==> config.mk <==
export PLATFORM = sky130hd
export DESIGN_NAME = scc_top
export DESIGN_NICKNAME = d
export VERILOG_FILES = /design/src/design/scc_pkg.sv /design/src/design/scc_cal_engine.sv /design/src/design/scc_top.sv
export SDC_FILE = /design/constraint.sdc
export NUM_CORES = 1
export LEC_CHECK = 0
export BUFFER_PORTS_ARGS = -buffer_cell sky130_fd_sc_hd__buf_2
export CAP_MARGIN = 20
export CORE_MARGIN = 3
export CORE_UTILIZATION = 40
export CTS_CLUSTER_DIAMETER = 40
export DETAILED_ROUTE_END_ITERATION = 6
export SLEW_MARGIN = 20
export SYNTH_ARGS = -nofsm -noshare
export SYNTH_HDL_FRONTEND = slang
export SYNTH_SLANG_ARGS = --single-unit
==> constraint.sdc <==
create_clock -name CLK -period 4.4 [get_ports CLK]
set_input_delay 0.88 -clock CLK [delete_from_list [all_inputs] [get_ports CLK]]
set_output_delay 0.88 -clock CLK [all_outputs]
set_load 0.1 [all_outputs]
==> src/design/scc_pkg.sv <==
package scc_pkg;

  // ****************************************************************
  // Register map
  // ****************************************************************
  localparam int          ADDR_W          = 12;
  localparam int          DATA_W          = 8;
  localparam logic [11:0] NS_CTRL_ADDR    = 12'h2a2;
  localparam logic [11:0] CAL_EN_ADDR     = 12'h2b0;
  localparam logic [11:0] CAL_CFG_ADDR    = 12'h2b1;
  localparam logic [7:0]  NS_CTRL_RST     = 8'h00;
  localparam logic [7:0]  CAL_EN_RST      = 8'h00;
  localparam logic [7:0]  CAL_CFG_RST     = 8'h05;
  localparam logic [7:0]  UNMAPPED_RDATA  = 8'h00;

  // ****************************************************************
  // Field positions
  // ****************************************************************
  localparam int          CAL_EN_BIT      = 0;
  localparam int          DIG_RAIL_BIT    = 5;
  localparam int          SEC_RAIL_BIT    = 4;
  localparam int          AVG_LSB         = 2;
  localparam int          AVG_MSB         = 3;

  // ****************************************************************
  // Delay and averaging
  // ****************************************************************
  localparam int          DELAY_W         = 17;
  localparam int          CNT_W           = 9;
  localparam int          SUM_W           = 25;
  localparam logic [16:0] DELAY_RST       = 17'h00000;

  // Engine states, Gray along idle, run, done
  typedef enum logic [1:0] {
    SCC_IDLE = 2'b00,
    SCC_RUN  = 2'b01,
    SCC_DONE = 2'b11
  } scc_state_t;

  // Averaging code to log2 of the number of measurements (4,16,64,256)
  function automatic logic [3:0] scc_avg_shift(input logic [1:0] sel);
    scc_avg_shift = 4'h2 + {1'b0, sel, 1'b0};
  endfunction

endpackage

==> src/design/scc_cal_engine.sv <==
`timescale 1ns/100ps
module scc_cal_engine
  import scc_pkg::*;
(
  // Clock, reset, enable
  input  wire logic                 clk,
  input  wire logic                 reset,
  input  wire logic                 ce,
  // Control
  input  wire logic                 start,
  input  wire logic                 abort,
  input  wire logic [1:0]           avg_sel,
  // Measurements
  input  wire logic                 meas_valid,
  input  wire logic [DELAY_W-1:0]   meas_delay,
  // Result
  output logic                      busy,
  output logic                      done,
  output logic [DELAY_W-1:0]        result
);

  // ****************************************************************
  // Sequencer
  // ****************************************************************
  scc_state_t           state_ff;
  logic [CNT_W-1:0]     meas_cnt_ff;
  logic [SUM_W-1:0]     sum_ff;
  logic [3:0]           shift_ff;
  logic [CNT_W-1:0]     target;
  logic                 last_meas;

  // Averaging size is latched at start so a late config write cannot skew the sum
  assign target    = CNT_W'(9'h001 << shift_ff);
  assign last_meas = meas_valid && (meas_cnt_ff == target - 9'h001);

  // State and counters
  always_ff @(posedge clk or posedge reset) begin
    if (reset) begin
      state_ff    <= SCC_IDLE;
      meas_cnt_ff <= 9'h000;
      sum_ff      <= 25'h0000000;
      shift_ff    <= 4'h2;
    end else if (ce) begin
      if (abort) begin
        state_ff <= SCC_IDLE;
      end else begin
        case (state_ff)
          SCC_IDLE, SCC_DONE: begin
            if (start) begin
              state_ff    <= SCC_RUN;
              meas_cnt_ff <= 9'h000;
              sum_ff      <= 25'h0000000;
              shift_ff    <= scc_avg_shift(avg_sel);
            end
          end
          SCC_RUN: begin
            if (meas_valid) begin
              sum_ff      <= sum_ff + SUM_W'(meas_delay);
              meas_cnt_ff <= meas_cnt_ff + 9'h001;
            end
            if (last_meas) begin
              state_ff <= SCC_DONE;
            end
          end
          default: state_ff <= SCC_IDLE;
        endcase
      end
    end
  end

  // Averaged delay, kept until the next sequence finishes
  always_ff @(posedge clk or posedge reset) begin
    if (reset) begin
      result <= DELAY_RST;
    end else if (ce && state_ff == SCC_RUN && last_meas && !abort) begin
      result <= DELAY_W'((sum_ff + SUM_W'(meas_delay)) >> shift_ff);
    end
  end

  assign busy = (state_ff == SCC_RUN);
  assign done = (state_ff == SCC_DONE);
endmodule

==> src/design/scc_top.sv <==
// What this block does
// - Enable low: aperture delay output follows the manual delay value.
// - Enable high: delay comes from automatic calibration, manual value ignored.
// - Only a 0-to-1 change of the enable starts calibration.
// - Bit 5 of noise control enables digital core supply suppression.
// - Bit 4 of noise control enables second core supply suppression.
// - Configuration resets to 0x05; upper four bits reserved, reset zero.
// - Bits 3:2 pick 4, 16, 64 or 256 averaged measurements.
`timescale 1ns/100ps
module scc_top
  import scc_pkg::*;
(
  // Clock, reset, enable
  input  wire logic                 CLK,
  input  wire logic                 RESET,
  input  wire logic                 CE,
  // Register access
  input  wire logic                 WR_EN,
  input  wire logic                 RD_EN,
  input  wire logic [ADDR_W-1:0]    ADDR,
  input  wire logic [DATA_W-1:0]    WDATA,
  output logic      [DATA_W-1:0]    RDATA,
  // Delay control
  input  wire logic [DELAY_W-1:0]   MANUAL_DELAY,
  input  wire logic                 MEAS_VALID,
  input  wire logic [DELAY_W-1:0]   MEAS_DELAY,
  output logic      [DELAY_W-1:0]   APERTURE_DELAY,
  // Status and supply controls
  output logic                      CAL_BUSY,
  output logic                      CAL_DONE,
  output logic                      DIGITAL_RAIL_NOISE_SUPPRESS_EN,
  output logic                      SECOND_RAIL_NOISE_SUPPRESS_EN
);

  // ****************************************************************
  // Register file
  // ****************************************************************
  logic [7:0]           ns_ctrl_ff;
  logic [7:0]           cal_en_ff;
  logic [7:0]           cal_cfg_ff;
  logic                 wr_ns;
  logic                 wr_en_reg;
  logic                 wr_cfg;
  logic                 cal_start;
  logic                 cal_abort;
  logic                 eng_busy;
  logic                 eng_done;
  logic [DELAY_W-1:0]   eng_result;
  logic [DATA_W-1:0]    nxt_rdata;

  assign wr_ns     = WR_EN && (ADDR == NS_CTRL_ADDR);
  assign wr_en_reg = WR_EN && (ADDR == CAL_EN_ADDR);
  assign wr_cfg    = WR_EN && (ADDR == CAL_CFG_ADDR);

  // Start only on a rising enable, so rewriting a 1 never restarts
  assign cal_start = wr_en_reg && WDATA[CAL_EN_BIT] && !cal_en_ff[CAL_EN_BIT];
  assign cal_abort = wr_en_reg && !WDATA[CAL_EN_BIT];

  // Noise suppression control, all bits stored
  always_ff @(posedge CLK or posedge RESET) begin
    if (RESET) begin
      ns_ctrl_ff <= NS_CTRL_RST;
    end else if (CE && wr_ns) begin
      ns_ctrl_ff <= WDATA;
    end
  end

  // Calibration enable; bits 7:1 are plain storage
  always_ff @(posedge CLK or posedge RESET) begin
    if (RESET) begin
      cal_en_ff <= CAL_EN_RST;
    end else if (CE && wr_en_reg) begin
      cal_en_ff <= WDATA;
    end
  end

  // Calibration configuration; host must set it before enabling
  always_ff @(posedge CLK or posedge RESET) begin
    if (RESET) begin
      cal_cfg_ff <= CAL_CFG_RST;
    end else if (CE && wr_cfg) begin
      cal_cfg_ff <= WDATA;
    end
  end

  // ****************************************************************
  // Read port
  // ****************************************************************
  // Read mux; unmapped addresses answer zero
  always_comb begin
    case (ADDR)
      NS_CTRL_ADDR: nxt_rdata = ns_ctrl_ff;
      CAL_EN_ADDR:  nxt_rdata = cal_en_ff;
      CAL_CFG_ADDR: nxt_rdata = cal_cfg_ff;
      default:      nxt_rdata = UNMAPPED_RDATA;
    endcase
  end

  // Read data registered, held until the next read
  always_ff @(posedge CLK or posedge RESET) begin
    if (RESET) begin
      RDATA <= 8'h00;
    end else if (CE && RD_EN) begin
      RDATA <= nxt_rdata;
    end
  end

  // ****************************************************************
  // Calibration engine
  // ****************************************************************
  scc_cal_engine i_scc_cal_engine (
    .clk        (CLK),
    .reset      (RESET),
    .ce         (CE),
    .start      (cal_start),
    .abort      (cal_abort),
    .avg_sel    (cal_cfg_ff[AVG_MSB:AVG_LSB]),
    .meas_valid (MEAS_VALID),
    .meas_delay (MEAS_DELAY),
    .busy       (eng_busy),
    .done       (eng_done),
    .result     (eng_result)
  );

  // ****************************************************************
  // Outputs
  // ****************************************************************
  // Delay source: manual value when disabled, calibrated value otherwise
  always_ff @(posedge CLK or posedge RESET) begin
    if (RESET) begin
      APERTURE_DELAY <= DELAY_RST;
    end else if (CE) begin
      if (cal_en_ff[CAL_EN_BIT]) begin
        APERTURE_DELAY <= eng_result;
      end else begin
        APERTURE_DELAY <= MANUAL_DELAY;
      end
    end
  end

  // Status mirrors the engine one cycle late to keep outputs on flops
  always_ff @(posedge CLK or posedge RESET) begin
    if (RESET) begin
      CAL_BUSY <= 1'b0;
      CAL_DONE <= 1'b0;
    end else if (CE) begin
      CAL_BUSY <= eng_busy;
      CAL_DONE <= eng_done;
    end
  end

  // Supply noise suppression enables, costing a little power when set
  always_ff @(posedge CLK or posedge RESET) begin
    if (RESET) begin
      DIGITAL_RAIL_NOISE_SUPPRESS_EN <= NS_CTRL_RST[DIG_RAIL_BIT];
      SECOND_RAIL_NOISE_SUPPRESS_EN  <= NS_CTRL_RST[SEC_RAIL_BIT];
    end else if (CE && wr_ns) begin
      DIGITAL_RAIL_NOISE_SUPPRESS_EN <= WDATA[DIG_RAIL_BIT];
      SECOND_RAIL_NOISE_SUPPRESS_EN  <= WDATA[SEC_RAIL_BIT];
    end
  end
endmodule

==> results of run 1 <==
-- cells in the final DEF (no fill, tap or decap), types with 4 or more instances in the layout --
cell and count:
a221oi_1 5, or2_2 4, ha_1 23, nand2_1 95
o31ai_1 17, nand2b_1 5, dfrtp_1 104, nor2b_1 11
buf_2 88, a211oi_1 7, a21o_1 9, nor4_1 8
mux2_2 33, mux4_2 8, a21oi_1 56, o21ai_0 57
nor2_1 64, clkbuf_16 9, o2111ai_1 4, a22o_1 4
nand3_1 14, o211ai_1 11, xnor2_1 15, buf_4 14
mux2i_1 32, a31oi_1 5, xor2_1 13, and3_1 7
o21ai_1 5, nand4_1 7, and4_1 5, nor3_1 9
inv_1 12, a22oi_1 6, and2_1 8
-- flip-flops by register name, indices dropped and copies added (netlist names) --
name                          count
i_scc_cal_engine.shift_ff         3
i_scc_cal_engine.sum_ff          25
APERTURE_DELAY                   17
i_scc_cal_engine.state_ff         2
cal_cfg_ff                        8
RDATA                             8
CAL_DONE                          1
ns_ctrl_ff                        8
CAL_BUSY                          1
i_scc_cal_engine.result          17
cal_en_ff                         8
i_scc_cal_engine.meas_cnt_ff      9
-- synthesized netlist by cell type (6+ instances only) --
master	number
buf_1	8
nor2_1	64
o21ai_0	57
a21oi_1	56
a22oi_1	6
mux2_2	33
nand3_1	14
o31ai_1	17
nand4_1	7
a21o_1	9
buf_2	8
and2_1	8
a211oi_1	7
dfrtp_1	104
nand2_1	95
nor3_1	9
ha_1	23
and3_1	7
xor2_1	13
nor4_1	8
mux4_2	8
clkbuf_1	26
mux2i_1	32
inv_1	13
xnor2_1	15
o211ai_1	11
nor2b_1	11
-- path summary, 6_finish.rpt --
check,startpoint,endpoint,slack (ns),cells after the start
min reg2reg,RDATA[4]$_DFFE_PP0P_,RDATA[4]$_DFFE_PP0P_,0.48,2
max in group asynchronous,RESET,cal_cfg_ff[2]$_DFFE_PP1P_,2.86,3
min,RDATA[4]$_DFFE_PP0P_,RDATA[4]$_DFFE_PP0P_,0.48,2
max,i_scc_cal_engine.shift_ff[1]$_DFFE_PP1P_,i_scc_cal_engine.result[11]$_DFFE_PP0P_,0.73,11
min in group asynchronous,RESET,i_scc_cal_engine.result[4]$_DFFE_PP0P_,0.64,2
max reg2reg,i_scc_cal_engine.shift_ff[1]$_DFFE_PP1P_,i_scc_cal_engine.result[11]$_DFFE_PP0P_,0.73,11
-- stage by stage --
step           std cells  instance area (um^2)
6_report            1058                  7970
5_1_grt             1058                  7970
4_1_cts             1058                  7970
3_5_place_dp        1042                  7660
3_3_place_gp        1042                  7660
2_1_floorplan        768                  7070
-- layer usage --
metal	part of all wire	global-route usage	vias up
li1	-	-	2950
met1	0.50	0.304	2863
met2	0.42	0.290	169
met3	0.059	0.0259	20
met4	0.017	0.0613	0
met5	0	0	-
-- power breakdown --
group / total [mW] / leakage, nW / switching (mW) / internal (mW)
clock: 0.845 / 0.148 / 0.439 / 0.406
sequential: 1.15 / 1.41 / 0.0709 / 1.08
combinational: 1.66 / 2.00 / 1.12 / 0.544
-- logic make-up (layout without fill, tap and decap cells) --
logic type / after synthesis / count (layout)
muxes: 73 / 73
adders and majority gates: 24 / 24
xor gates and xnor gates: 28 / 28
buffers and inverters: 62 / 132
DFF: 107 / 107
and+or+nand+nor: 253 / 253
AOI/OAI and AO/OA: 221 / 221
-- worst min-delay path, delay by kind of cell, from the launching register on --
| kind | cells | cell delay, ns |
|---|---|---|
| DFF | 1 | 0.34 |
| AOI/OAI and AO/OA | 1 | 0.06 |
| and+or+nand+nor | 1 | 0.05 |
-- area by class of cell --
class                      count  area, um^2
inverter                      14        55.1
clock inverter                 7        78.8
multi-input combinational    599        4110
fill                        1658        8970
timing repair buffer         102         546
tap                          220         275
sequential                   107        2680
clock buffer                   9         225
==> flow_metrics.env, run 1 <==
export IMPL_outcome="finished clean"
export IMPL_cts_htree_levels=3
export IMPL_finClkSkew_ns=0.0151
export IMPL_final_layout_size_suffix_gt1_frac=0.216
export IMPL_netlist_instances=768
export IMPL_avgRoutedWirePerCell_um=18.0
export IMPL_place_port_buffers=88
export IMPL_cts_root_buf="clkbuf_16"
export IMPL_start_util=0.417
export IMPL_die_w_um=139
export IMPL_yosys_most_used_dff="dfrtp_1"
export IMPL_synth_compound_area_frac=0.205
export IMPL_syn_to_final_growth_pct=12.7
export IMPL_grt_pass1_wl_mm=31.4
export IMPL_fin_nets=917
export IMPL_drt_iter0_markers=459
export IMPL_cpLargestDelayFamily="compound AO/OA/AOI/OAI gates"
export IMPL_worstPathArrival_ns=3.89
export IMPL_setup_ws_ns=0.733
export IMPL_whs_ns=0.478
export IMPL_num_rows=47
export IMPL_drv_cap=0
export IMPL_powerDensity_nw_per_um2=459
export IMPL_cts_sinks=107
export IMPL_crit_slowest_cell="dfstp_2"
export IMPL_hpwlAfterDp_mm=14.0
export IMPL_slew_headroom=0.311
export IMPL_postSynthAreaPerCell_um2=9.20
export IMPL_async_flop_share=1.00
export IMPL_via_count=6002
export IMPL_path_class="reg -> reg"
export IMPL_hp_class="reg -> reg"
export IMPL_start_kind="register"
export IMPL_required_ns=4.62
export IMPL_die_h_um=139
export IMPL_grt_use_total=0.198
export IMPL_numCtsBuffers=9
export IMPL_cts_tree="built"
export IMPL_yosysSeqAreaShare=0.379
export IMPL_setup_violations=0
export IMPL_power_mw=3.66
export IMPL_cts_hold_buf=0
export IMPL_post_route_min_period_ns=3.67
export IMPL_synth_area_leader_cell="dfrtp_1"
export IMPL_grt_pass1_vias=5742
export IMPL_grt_max_degree=57
export IMPL_synth_xor_area_frac=0.0347
export IMPL_insertion_delay_ns=0.37
export IMPL_antenna_cells=0
export IMPL_antenna_found_initial=0
export IMPL_final_util=0.471
export IMPL_yosys_warnings=0
export IMPL_cts_buffer_depth=2
export IMPL_core_area_um2=16900
export IMPL_wl_mm=19.1
export IMPL_cts_resized=0
export IMPL_dp_slack_ns=0.530
export IMPL_drv_slew=0
export IMPL_ant_nets=0
export IMPL_netlist_area_um2=7070
export IMPL_overflow=0
export IMPL_post_cts_repair_setup_buffers=0
export IMPL_worstPathCellList="buf_4 -> or3_1 -> ha_1 -> xor2_1 -> mux2i_1 -> o32ai_1 -> o2111ai_1 -> nor3_2 -> nand2_1 -> a221oi_1 -> a211oi_1"
export IMPL_first_pass_iters=5
export IMPL_fin_crit_sh=0.833
export IMPL_path_buf_inv=1
export IMPL_yosys_area_share_simple=0.175
export IMPL_routabilityCongestion=0.915
export IMPL_cp_max_fo=32
export IMPL_synth_top_area_frac=0.368
export IMPL_synth_enable_flop_cells=0
export IMPL_grt_setup_unrepaired="false"
export IMPL_synthAdderAreaFrac=0.0435
export IMPL_ys_ff_latch=107
export IMPL_cpPeakStageDelay_ns=0.54
export IMPL_synth_distinct_cells=79
export IMPL_synth_top_family_by_area="compound AO/OA/AOI/OAI gates"
export IMPL_hold_viol=0
export IMPL_fin_setup_tns_ns=0
export IMPL_leakage_nw=3.56
export IMPL_tightest_slew_ns=1.03
export IMPL_die_area_um2=19300
export IMPL_drc=0
export IMPL_io_pins=89
export IMPL_fmaxAchievable_mhz=273
export IMPL_ir_drop_v=0.000287
export IMPL_synthTopCellsByArea="dfrtp_1 37%, mux2_2 5.3%, nand2_1 5.0%"
export IMPL_synth_mux_area_frac=0.123
export IMPL_syn_nets=852
export IMPL_drt_vias_per_instance=5.67
export IMPL_end_kind="register"
export IMPL_clkTransAtPathRegs_ns=0.08
Note: power is estimated with default switching activity, not from simulation.
==> inputs of run 2 (changes only) <==
==> constraint.sdc (replaced) <==
create_clock -name CLK -period 3.5 [get_ports CLK]
set_input_delay 0.7 -clock CLK [delete_from_list [all_inputs] [get_ports CLK]]
set_output_delay 0.7 -clock CLK [all_outputs]
set_load 0.1 [all_outputs]
==> run 2 against run 1 <==
Global-route usage up 0.22 points. Core utilization is 1.7 points higher. Cell count rose by 3.1%. Count of clock-buffer cells in the layout is the same. Maximum frequency rose by 12%. Combinational power rose by 36%. Hold slack gained 0.0017 ns. Critical path depth is 1 higher. Die area did not move. Sequential share of layout area decreased by 1.2 points.
==> flow_metrics.env, run 2 (synthesized netlist as in run 1, its figures left out) <==
export IMPL_fmaxAchievable_mhz=305
export IMPL_cts_sinks=107
export IMPL_insertion_delay_ns=0.36
export IMPL_whs_ns=0.480
export IMPL_cts_buffer_depth=2
export IMPL_cts_tree="built"
export IMPL_reg2reg_depth=12
export IMPL_ant_nets=0
export IMPL_fillCellCount=1646
export IMPL_antenna_found_initial=0
export IMPL_syn_to_final_growth_pct=16.8
export IMPL_place_port_buffers=88
export IMPL_path_buf_inv=1
export IMPL_wl_mm=19.1
export IMPL_grt_setup_unrepaired="false"
export IMPL_critPathMostFrequentCell="nand2_1"
export IMPL_timing_rr_start="i_scc_cal_engine.shift_ff[1]$_DFFE_PP1P_"
export IMPL_drv_slew=0
export IMPL_crit_slowest_cell="dfstp_2"
export IMPL_routabilityCongestion=0.921
export IMPL_crit_path_end="i_scc_cal_engine.result[11]$_DFFE_PP0P_"
export IMPL_finClkSkew_ns=0.0122
export IMPL_end_kind="register"
export IMPL_hp_class="in -> async"
export IMPL_leakage_nw=3.72
export IMPL_avgRoutedWirePerCell_um=17.5
export IMPL_drt_vias_per_instance=5.67
export IMPL_first_pass_iters=6
export IMPL_reg2reg_to="i_scc_cal_engine.result[11]$_DFFE_PP0P_"
export IMPL_drc=0
export IMPL_fin_nets=950
export IMPL_clkTransAtPathRegs_ns=0.08
export IMPL_cts_root_buf="clkbuf_16"
export IMPL_grt_pass1_vias=5927
export IMPL_setup_worst_path_start="i_scc_cal_engine.shift_ff[1]$_DFFE_PP1P_"
export IMPL_grt_max_degree=55
export IMPL_slew_headroom=0.446
export IMPL_post_route_min_period_ns=3.28
export IMPL_final_layout_size_suffix_gt1_frac=0.248
export IMPL_via_count=6186
export IMPL_largest_register_ffs=25
export IMPL_r2r_slack_ns=0.22
export IMPL_cp_max_fo=7
export IMPL_hold_viol=0
export IMPL_grt_pass1_wl_mm=31.8
export IMPL_setup_violations=0
export IMPL_cpPeakStageDelay_ns=0.54
export IMPL_grt_use_total=0.200
export IMPL_required_ns=3.72
export IMPL_path_class="reg -> reg"
export IMPL_critical_path_depth=12
export IMPL_drt_iter0_markers=560
export IMPL_worstPathArrival_ns=3.50
export IMPL_drv_cap=0
export IMPL_setup_ws_ns=0.221
export IMPL_worstPathCellList="nand2_1 -> nor2_1 -> inv_1 -> ha_1 -> xor2_1 -> mux2i_1 -> o32ai_1 -> o2111ai_2 -> nor3_4 -> nand2_1 -> a221oi_1 -> a211oi_1"
export IMPL_post_dp_cell_area_um2=7940
export IMPL_cpLargestDelayFamily="compound AO/OA/AOI/OAI gates"
export IMPL_top_register="i_scc_cal_engine.sum_ff"
export IMPL_final_cell_area_um2=8260
export IMPL_dp_slack_ns=-0.0573
export IMPL_outcome="finished clean"
export IMPL_core_area_um2=16900
export IMPL_io_pins=89
export IMPL_cts_hold_buf=0
export IMPL_fin_crit_sh=0.937
export IMPL_die_area_um2=19300
export IMPL_num_rows=47
export IMPL_hpwlAfterDp_mm=14.3
export IMPL_cts_htree_levels=3
export IMPL_die_h_um=139
export IMPL_antenna_cells=0
export IMPL_start_kind="register"
export IMPL_overflow=0
export IMPL_ir_drop_v=0.000382
export IMPL_die_w_um=139
export IMPL_tightest_slew_ns=0.824
export IMPL_numCtsBuffers=9
export IMPL_powerDensity_nw_per_um2=577
export IMPL_largestRegisters="i_scc_cal_engine.sum_ff x25, APERTURE_DELAY x17, i_scc_cal_engine.result x17"
export IMPL_start_util=0.417
export IMPL_final_common_cell="dfrtp_1"
export IMPL_layout_common_cells="104 x dfrtp_1, 95 x nand2_1, 88 x buf_2"
## run 2: area by class of cell
| type | instances | area (um^2) | share of cell area |
|---|---|---|---|
| Tap cell | 220 | 275 | 0.0333 |
| Inverter | 14 | 56.3 | 0.00682 |
| Timing Repair Buffer | 135 | 818 | 0.0991 |
| Sequential cell | 107 | 2680 | 0.325 |
| Clock inverter | 7 | 75.1 | 0.00909 |
| Multi-Input combinational cell | 599 | 4130 | 0.500 |
| Clock buffer | 9 | 225 | 0.0273 |
## run 2: what timing repair did
action,CTS,global route
endpoints found under the setup margin,0,8
gates resized for setup,0,3
setup buffers,0,0
## run 2: worst min path at each step
| stage | startpoint | end | slack [ns] | cells after the start |
|---|---|---|---|---|
| 4_1_cts | RDATA[2]$_DFFE_PP0P_ | RDATA[2]$_DFFE_PP0P_ | 0.49 | 2 |
| 3_3_place_gp | RDATA[6]$_DFFE_PP0P_ | RDATA[6]$_DFFE_PP0P_ | 0.46 | 2 |
| 3_5_place_dp | RDATA[2]$_DFFE_PP0P_ | RDATA[2]$_DFFE_PP0P_ | 0.47 | 2 |
| 2_1_floorplan | i_scc_cal_engine.result[4]$_DFFE_PP0P_ | i_scc_cal_engine.result[4]$_DFFE_PP0P_ | 0.45 | 2 |
| 6_report | RESET | RDATA[2]$_DFFE_PP0P_ | 0.48 | 2 |
| 5_1_grt | RDATA[1]$_DFFE_PP0P_ | RDATA[1]$_DFFE_PP0P_ | 0.52 | 2 |
## run 2: metal layers
| layer | vias up | global-route usage | share of wire | wire (um) |
|---|---|---|---|---|
| met5 | - | 0 | 0 | 0 |
| met4 | 0 | 0.0530 | 0.015 | 280 |
| met3 | 25 | 0.0338 | 0.058 | 1110 |
| met2 | 204 | 0.292 | 0.43 | 8290 |
| met1 | 2928 | 0.308 | 0.49 | 9420 |
| li1 | 3029 | - | - | - |
## run 2: power by group
group          switching [mW]  leakage (nW)  internal, mW
Clock                   0.546         0.145         0.511
Sequential             0.0847          1.41          1.35
Combinational            1.45          2.17         0.820
Total                    2.08          3.72          2.68
## run 2: per-stage QoR
stage / setup TNS (ns) / cells / utilization / power [mW]
6_report: 0 / 1091 / 0.488 / 4.76
5_1_grt: 0 / 1091 / 0.488 / 5.08
4_1_cts: 0 / 1091 / 0.486 / 4.77
3_5_place_dp: -0.132 / 1075 / 0.469 / 3.70
3_3_place_gp: -0.0404 / 1075 / 0.469 / 3.68
2_1_floorplan: 0 / 768 / - / 2.99
==> inputs of run 3 (changes only) <==
--- a/config.mk
+++ b/config.mk
@@ -5,13 +5,14 @@
 export SDC_FILE = /design/constraint.sdc
 export NUM_CORES = 1
 export LEC_CHECK = 0
+export ABC_AREA = 1
 export BUFFER_PORTS_ARGS = -buffer_cell sky130_fd_sc_hd__buf_2
 export CAP_MARGIN = 20
 export CORE_MARGIN = 3
 export CORE_UTILIZATION = 40
 export CTS_CLUSTER_DIAMETER = 40
 export DETAILED_ROUTE_END_ITERATION = 6
-export SLEW_MARGIN = 20
+export SETUP_SLACK_MARGIN = 0.3
 export SYNTH_ARGS = -nofsm -noshare
 export SYNTH_HDL_FRONTEND = slang
 export SYNTH_SLANG_ARGS = --single-unit
==> run 3 against run 2 <==
Hold slack lost 0.0026 ns. Clock power is essentially flat. Register-to-register slack gained 0.51 ns. Highest routed layer unchanged. Routed wire length grew 8.1%. Die area grew 2.0%. Total power grew 21%. Design area shrank 0.74%. Worst setup slack gained 0.51 ns. Sequential power grew 31%. Largest cell class unchanged. Core utilization shrank 1.9 points. Global-route usage grew 1.4 points. First-iteration DRC count shrank 11%.
==> flow_metrics.env, run 3 <==
export IMPL_reg2reg_depth=17
export IMPL_synthTopCellsByArea="dfrtp_1 36%, nand2_1 19%, nand3_1 8.1%"
export IMPL_postSynthAreaPerCell_um2=6.73
export IMPL_netlist_instances=1072
export IMPL_final_util=0.469
export IMPL_cts_htree_levels=3
export IMPL_required_ns=3.74
export IMPL_overflow=0
export IMPL_die_area_um2=19700
export IMPL_fillCellCount=1804
export IMPL_post_route_min_period_ns=2.77
export IMPL_synth_area_leader_cell="dfrtp_1"
export IMPL_layout_common_cells="361 x nand2_1, 143 x inv_1, 117 x nand3_1"
export IMPL_cp_max_fo=19
export IMPL_finClkSkew_ns=0.0117
export IMPL_syn_nets=1156
export IMPL_cts_sinks=107
export IMPL_cts_tree="built"
export IMPL_reg2reg_to="i_scc_cal_engine.result[12]$_DFFE_PP0P_"
export IMPL_routabilityCongestion=0.882
export IMPL_slew_headroom=0.441
export IMPL_synth_top_area_frac=0.361
export IMPL_final_cells=1384
export IMPL_dp_cells=1368
export IMPL_seqPwrFrac=0.327
export IMPL_top_register="i_scc_cal_engine.sum_ff"
export IMPL_multiInputGateArea_um2=3810
export IMPL_ir_drop_v=0.000403
export IMPL_p_sw_frac=0.499
export IMPL_antenna_found_initial=0
export IMPL_largest_register_ffs=25
export IMPL_cts_hold_buf=0
export IMPL_path_class="reg -> reg"
export IMPL_grt_pass1_vias=6791
export IMPL_via_count=7079
export IMPL_yosys_most_used_dff="dfrtp_1"
export IMPL_p_int_mw=2.88
export IMPL_drv_cap=0
export IMPL_post_cts_repair_setup_buffers=0
export IMPL_clkTransAtPathRegs_ns=0.08
export IMPL_place_port_buffers=88
export IMPL_hp_class="reg -> reg"
export IMPL_io_pins=89
export IMPL_powerDensity_nw_per_um2=701
export IMPL_cpLargestDelayFamily="simple AND/OR/NAND/NOR gates"
export IMPL_fmaxAchievable_mhz=361
export IMPL_timing_rr_start="i_scc_cal_engine.shift_ff[2]$_DFFE_PP0P_"
export IMPL_synthTopCellsByCount="361 x nand2_1, 144 x inv_1, 117 x nand3_1"
export IMPL_start_kind="register"
export IMPL_core_area_um2=17500
export IMPL_grt_use_total=0.214
export IMPL_hold_viol=0
export IMPL_antenna_cells=0
export IMPL_numCtsBuffers=9
export IMPL_wl_mm=20.6
export IMPL_yosys_warnings=0
export IMPL_cts_resized=0
export IMPL_netlist_area_um2=7210
export IMPL_start_util=0.413
export IMPL_p_switching_mw=2.86
export IMPL_num_rows=48
export IMPL_outcome="finished clean"
export IMPL_crit_slowest_cell="dfrtp_1"
export IMPL_final_layout_size_suffix_gt1_frac=0.123
export IMPL_final_common_cell="nand2_1"
export IMPL_grt_pass1_wl_mm=34.4
export IMPL_insertion_delay_ns=0.36
export IMPL_critical_path_depth=17
export IMPL_crit_path_end="i_scc_cal_engine.result[12]$_DFFE_PP0P_"
export IMPL_combPwrFrac=0.494
export IMPL_worstPathArrival_ns=3.01
export IMPL_fin_setup_tns_ns=0
export IMPL_cpPeakStageDelay_ns=0.40
export IMPL_worstPathCellList="inv_2 -> nand2_1 -> nor2_2 -> inv_1 -> ha_1 -> xnor2_1 -> nor3_1 -> nand3_1 -> nor2_1 -> nand2_2 -> nor2_8 -> buf_4 -> nand2_1 -> inv_1 -> nand2_1 -> inv_1 -> a21oi_1"
export IMPL_largestRegisters="i_scc_cal_engine.sum_ff x25, APERTURE_DELAY x17, i_scc_cal_engine.result x17"
export IMPL_drc=0
export IMPL_yosysSeqAreaShare=0.372
export IMPL_cts_buffer_depth=2
export IMPL_avgRoutedWirePerCell_um=14.9
export IMPL_ys_ff_latch=107
export IMPL_die_h_um=140
export IMPL_first_pass_iters=5
export IMPL_grt_setup_unrepaired="false"
export IMPL_path_buf_inv=5
export IMPL_drt_iter0_markers=500
export IMPL_drt_vias_per_instance=5.11
export IMPL_r2r_slack_ns=0.73
export IMPL_grt_max_degree=40
export IMPL_drv_slew=0
export IMPL_ant_nets=0
export IMPL_die_w_um=140
export IMPL_fin_crit_sh=0.791
export IMPL_setup_violations=0
export IMPL_fin_nets=1238
export IMPL_synth_enable_flop_cells=0
export IMPL_tightest_slew_ns=0.836
export IMPL_cts_root_buf="clkbuf_16"
export IMPL_synth_distinct_cells=41
export IMPL_leakage_nw=4.40
export IMPL_p_clk_frac=0.179
export IMPL_async_flop_share=1.00
export IMPL_syn_to_final_growth_pct=13.6
export IMPL_setup_worst_path_start="i_scc_cal_engine.shift_ff[2]$_DFFE_PP0P_"
export IMPL_register_area_um2=2680
export IMPL_end_kind="register"
export IMPL_yosysMostFrequentCell="nand2_1"
export IMPL_hpwlAfterDp_mm=15.9
-- run 3: cell families (layout without fill, tap and decap cells) --
logic type | count (synthesis) | in the layout | share of synthesized area
AND/OR/NAND/NOR | 609 | 609 | 0.359
multiplexers | 1 | 1 | 0.00156
buffers and inverters | 180 | 267 | 0.100
AO/OA/AOI/OAI | 135 | 135 | 0.105
flip-flops | 107 | 107 | 0.372
XOR/XNOR | 16 | 16 | 0.0194
adder cells (fa/ha/maj) | 24 | 24 | 0.0427
-- run 3: how the worst min path moves through the flow --
| stage | from | to | slack [ns] | depth (start not counted) |
|---|---|---|---|---|
| floorplan | cal_cfg_ff[1]$_DFFE_PP0P_ | cal_cfg_ff[1]$_DFFE_PP0P_ | 0.44 | 2 |
| CTS | cal_cfg_ff[6]$_DFFE_PP0P_ | cal_cfg_ff[6]$_DFFE_PP0P_ | 0.48 | 2 |
| global route | RDATA[7]$_DFFE_PP0P_ | RDATA[7]$_DFFE_PP0P_ | 0.52 | 2 |
| detailed placement | RDATA[6]$_DFFE_PP0P_ | RDATA[6]$_DFFE_PP0P_ | 0.46 | 2 |
| finish | RDATA[6]$_DFFE_PP0P_ | RDATA[6]$_DFFE_PP0P_ | 0.48 | 2 |
| global placement | cal_cfg_ff[7]$_DFFE_PP0P_ | cal_cfg_ff[7]$_DFFE_PP0P_ | 0.46 | 2 |
-- run 3: metal layers --
layer  track usage  share of wire  vias up  routed length, um
li1              -              -     3619                  -
met2         0.360           0.49      143              10100
met1         0.291           0.46     3290               9460
met3        0.0225          0.034       27                706
met5             0              0        -                  0
met4        0.0653          0.019        0                383
-- run 3: worst min-delay path: stages (launching register included) --
cell and delay (ns):
dfrtp_1 0.34, nand2_1 0.05, nand2_1 0.05
-- run 3: power groups by stage --
stage	clock network, mW	registers, mW	logic, mW
after floorplan	0	2.39	1.61
after global placement	0	1.90	2.81
after detailed placement	0	1.90	2.84
after CTS	1.05	1.88	2.85
after global routing	1.10	1.92	3.16
final	1.03	1.88	2.84
-- run 3: per-stage QoR --
stage | setup slack, ns | hold WS (ns) | total power [mW] | cell area [um^2]
2_1_floorplan | 0.926 | 0.444 | 4.00 | 7220
3_3_place_gp | 0.677 | 0.457 | 4.71 | 7910
3_5_place_dp | 0.625 | 0.461 | 4.73 | 7910
4_1_cts | 0.748 | 0.482 | 5.78 | 8200
5_1_grt | 0.419 | 0.517 | 6.18 | 8200
6_report | 0.733 | 0.477 | 5.74 | 8200
-- run 3: cell type report --
cell class,count,share of cell area
Multi-Input combinational cell,785,0.465
Clock buffer,10,0.0279
Timing Repair Buffer,102,0.0696
Inverter,149,0.0693
Tap cell,225,0.0344
Clock inverter,6,0.00687
Sequential cell,107,0.327
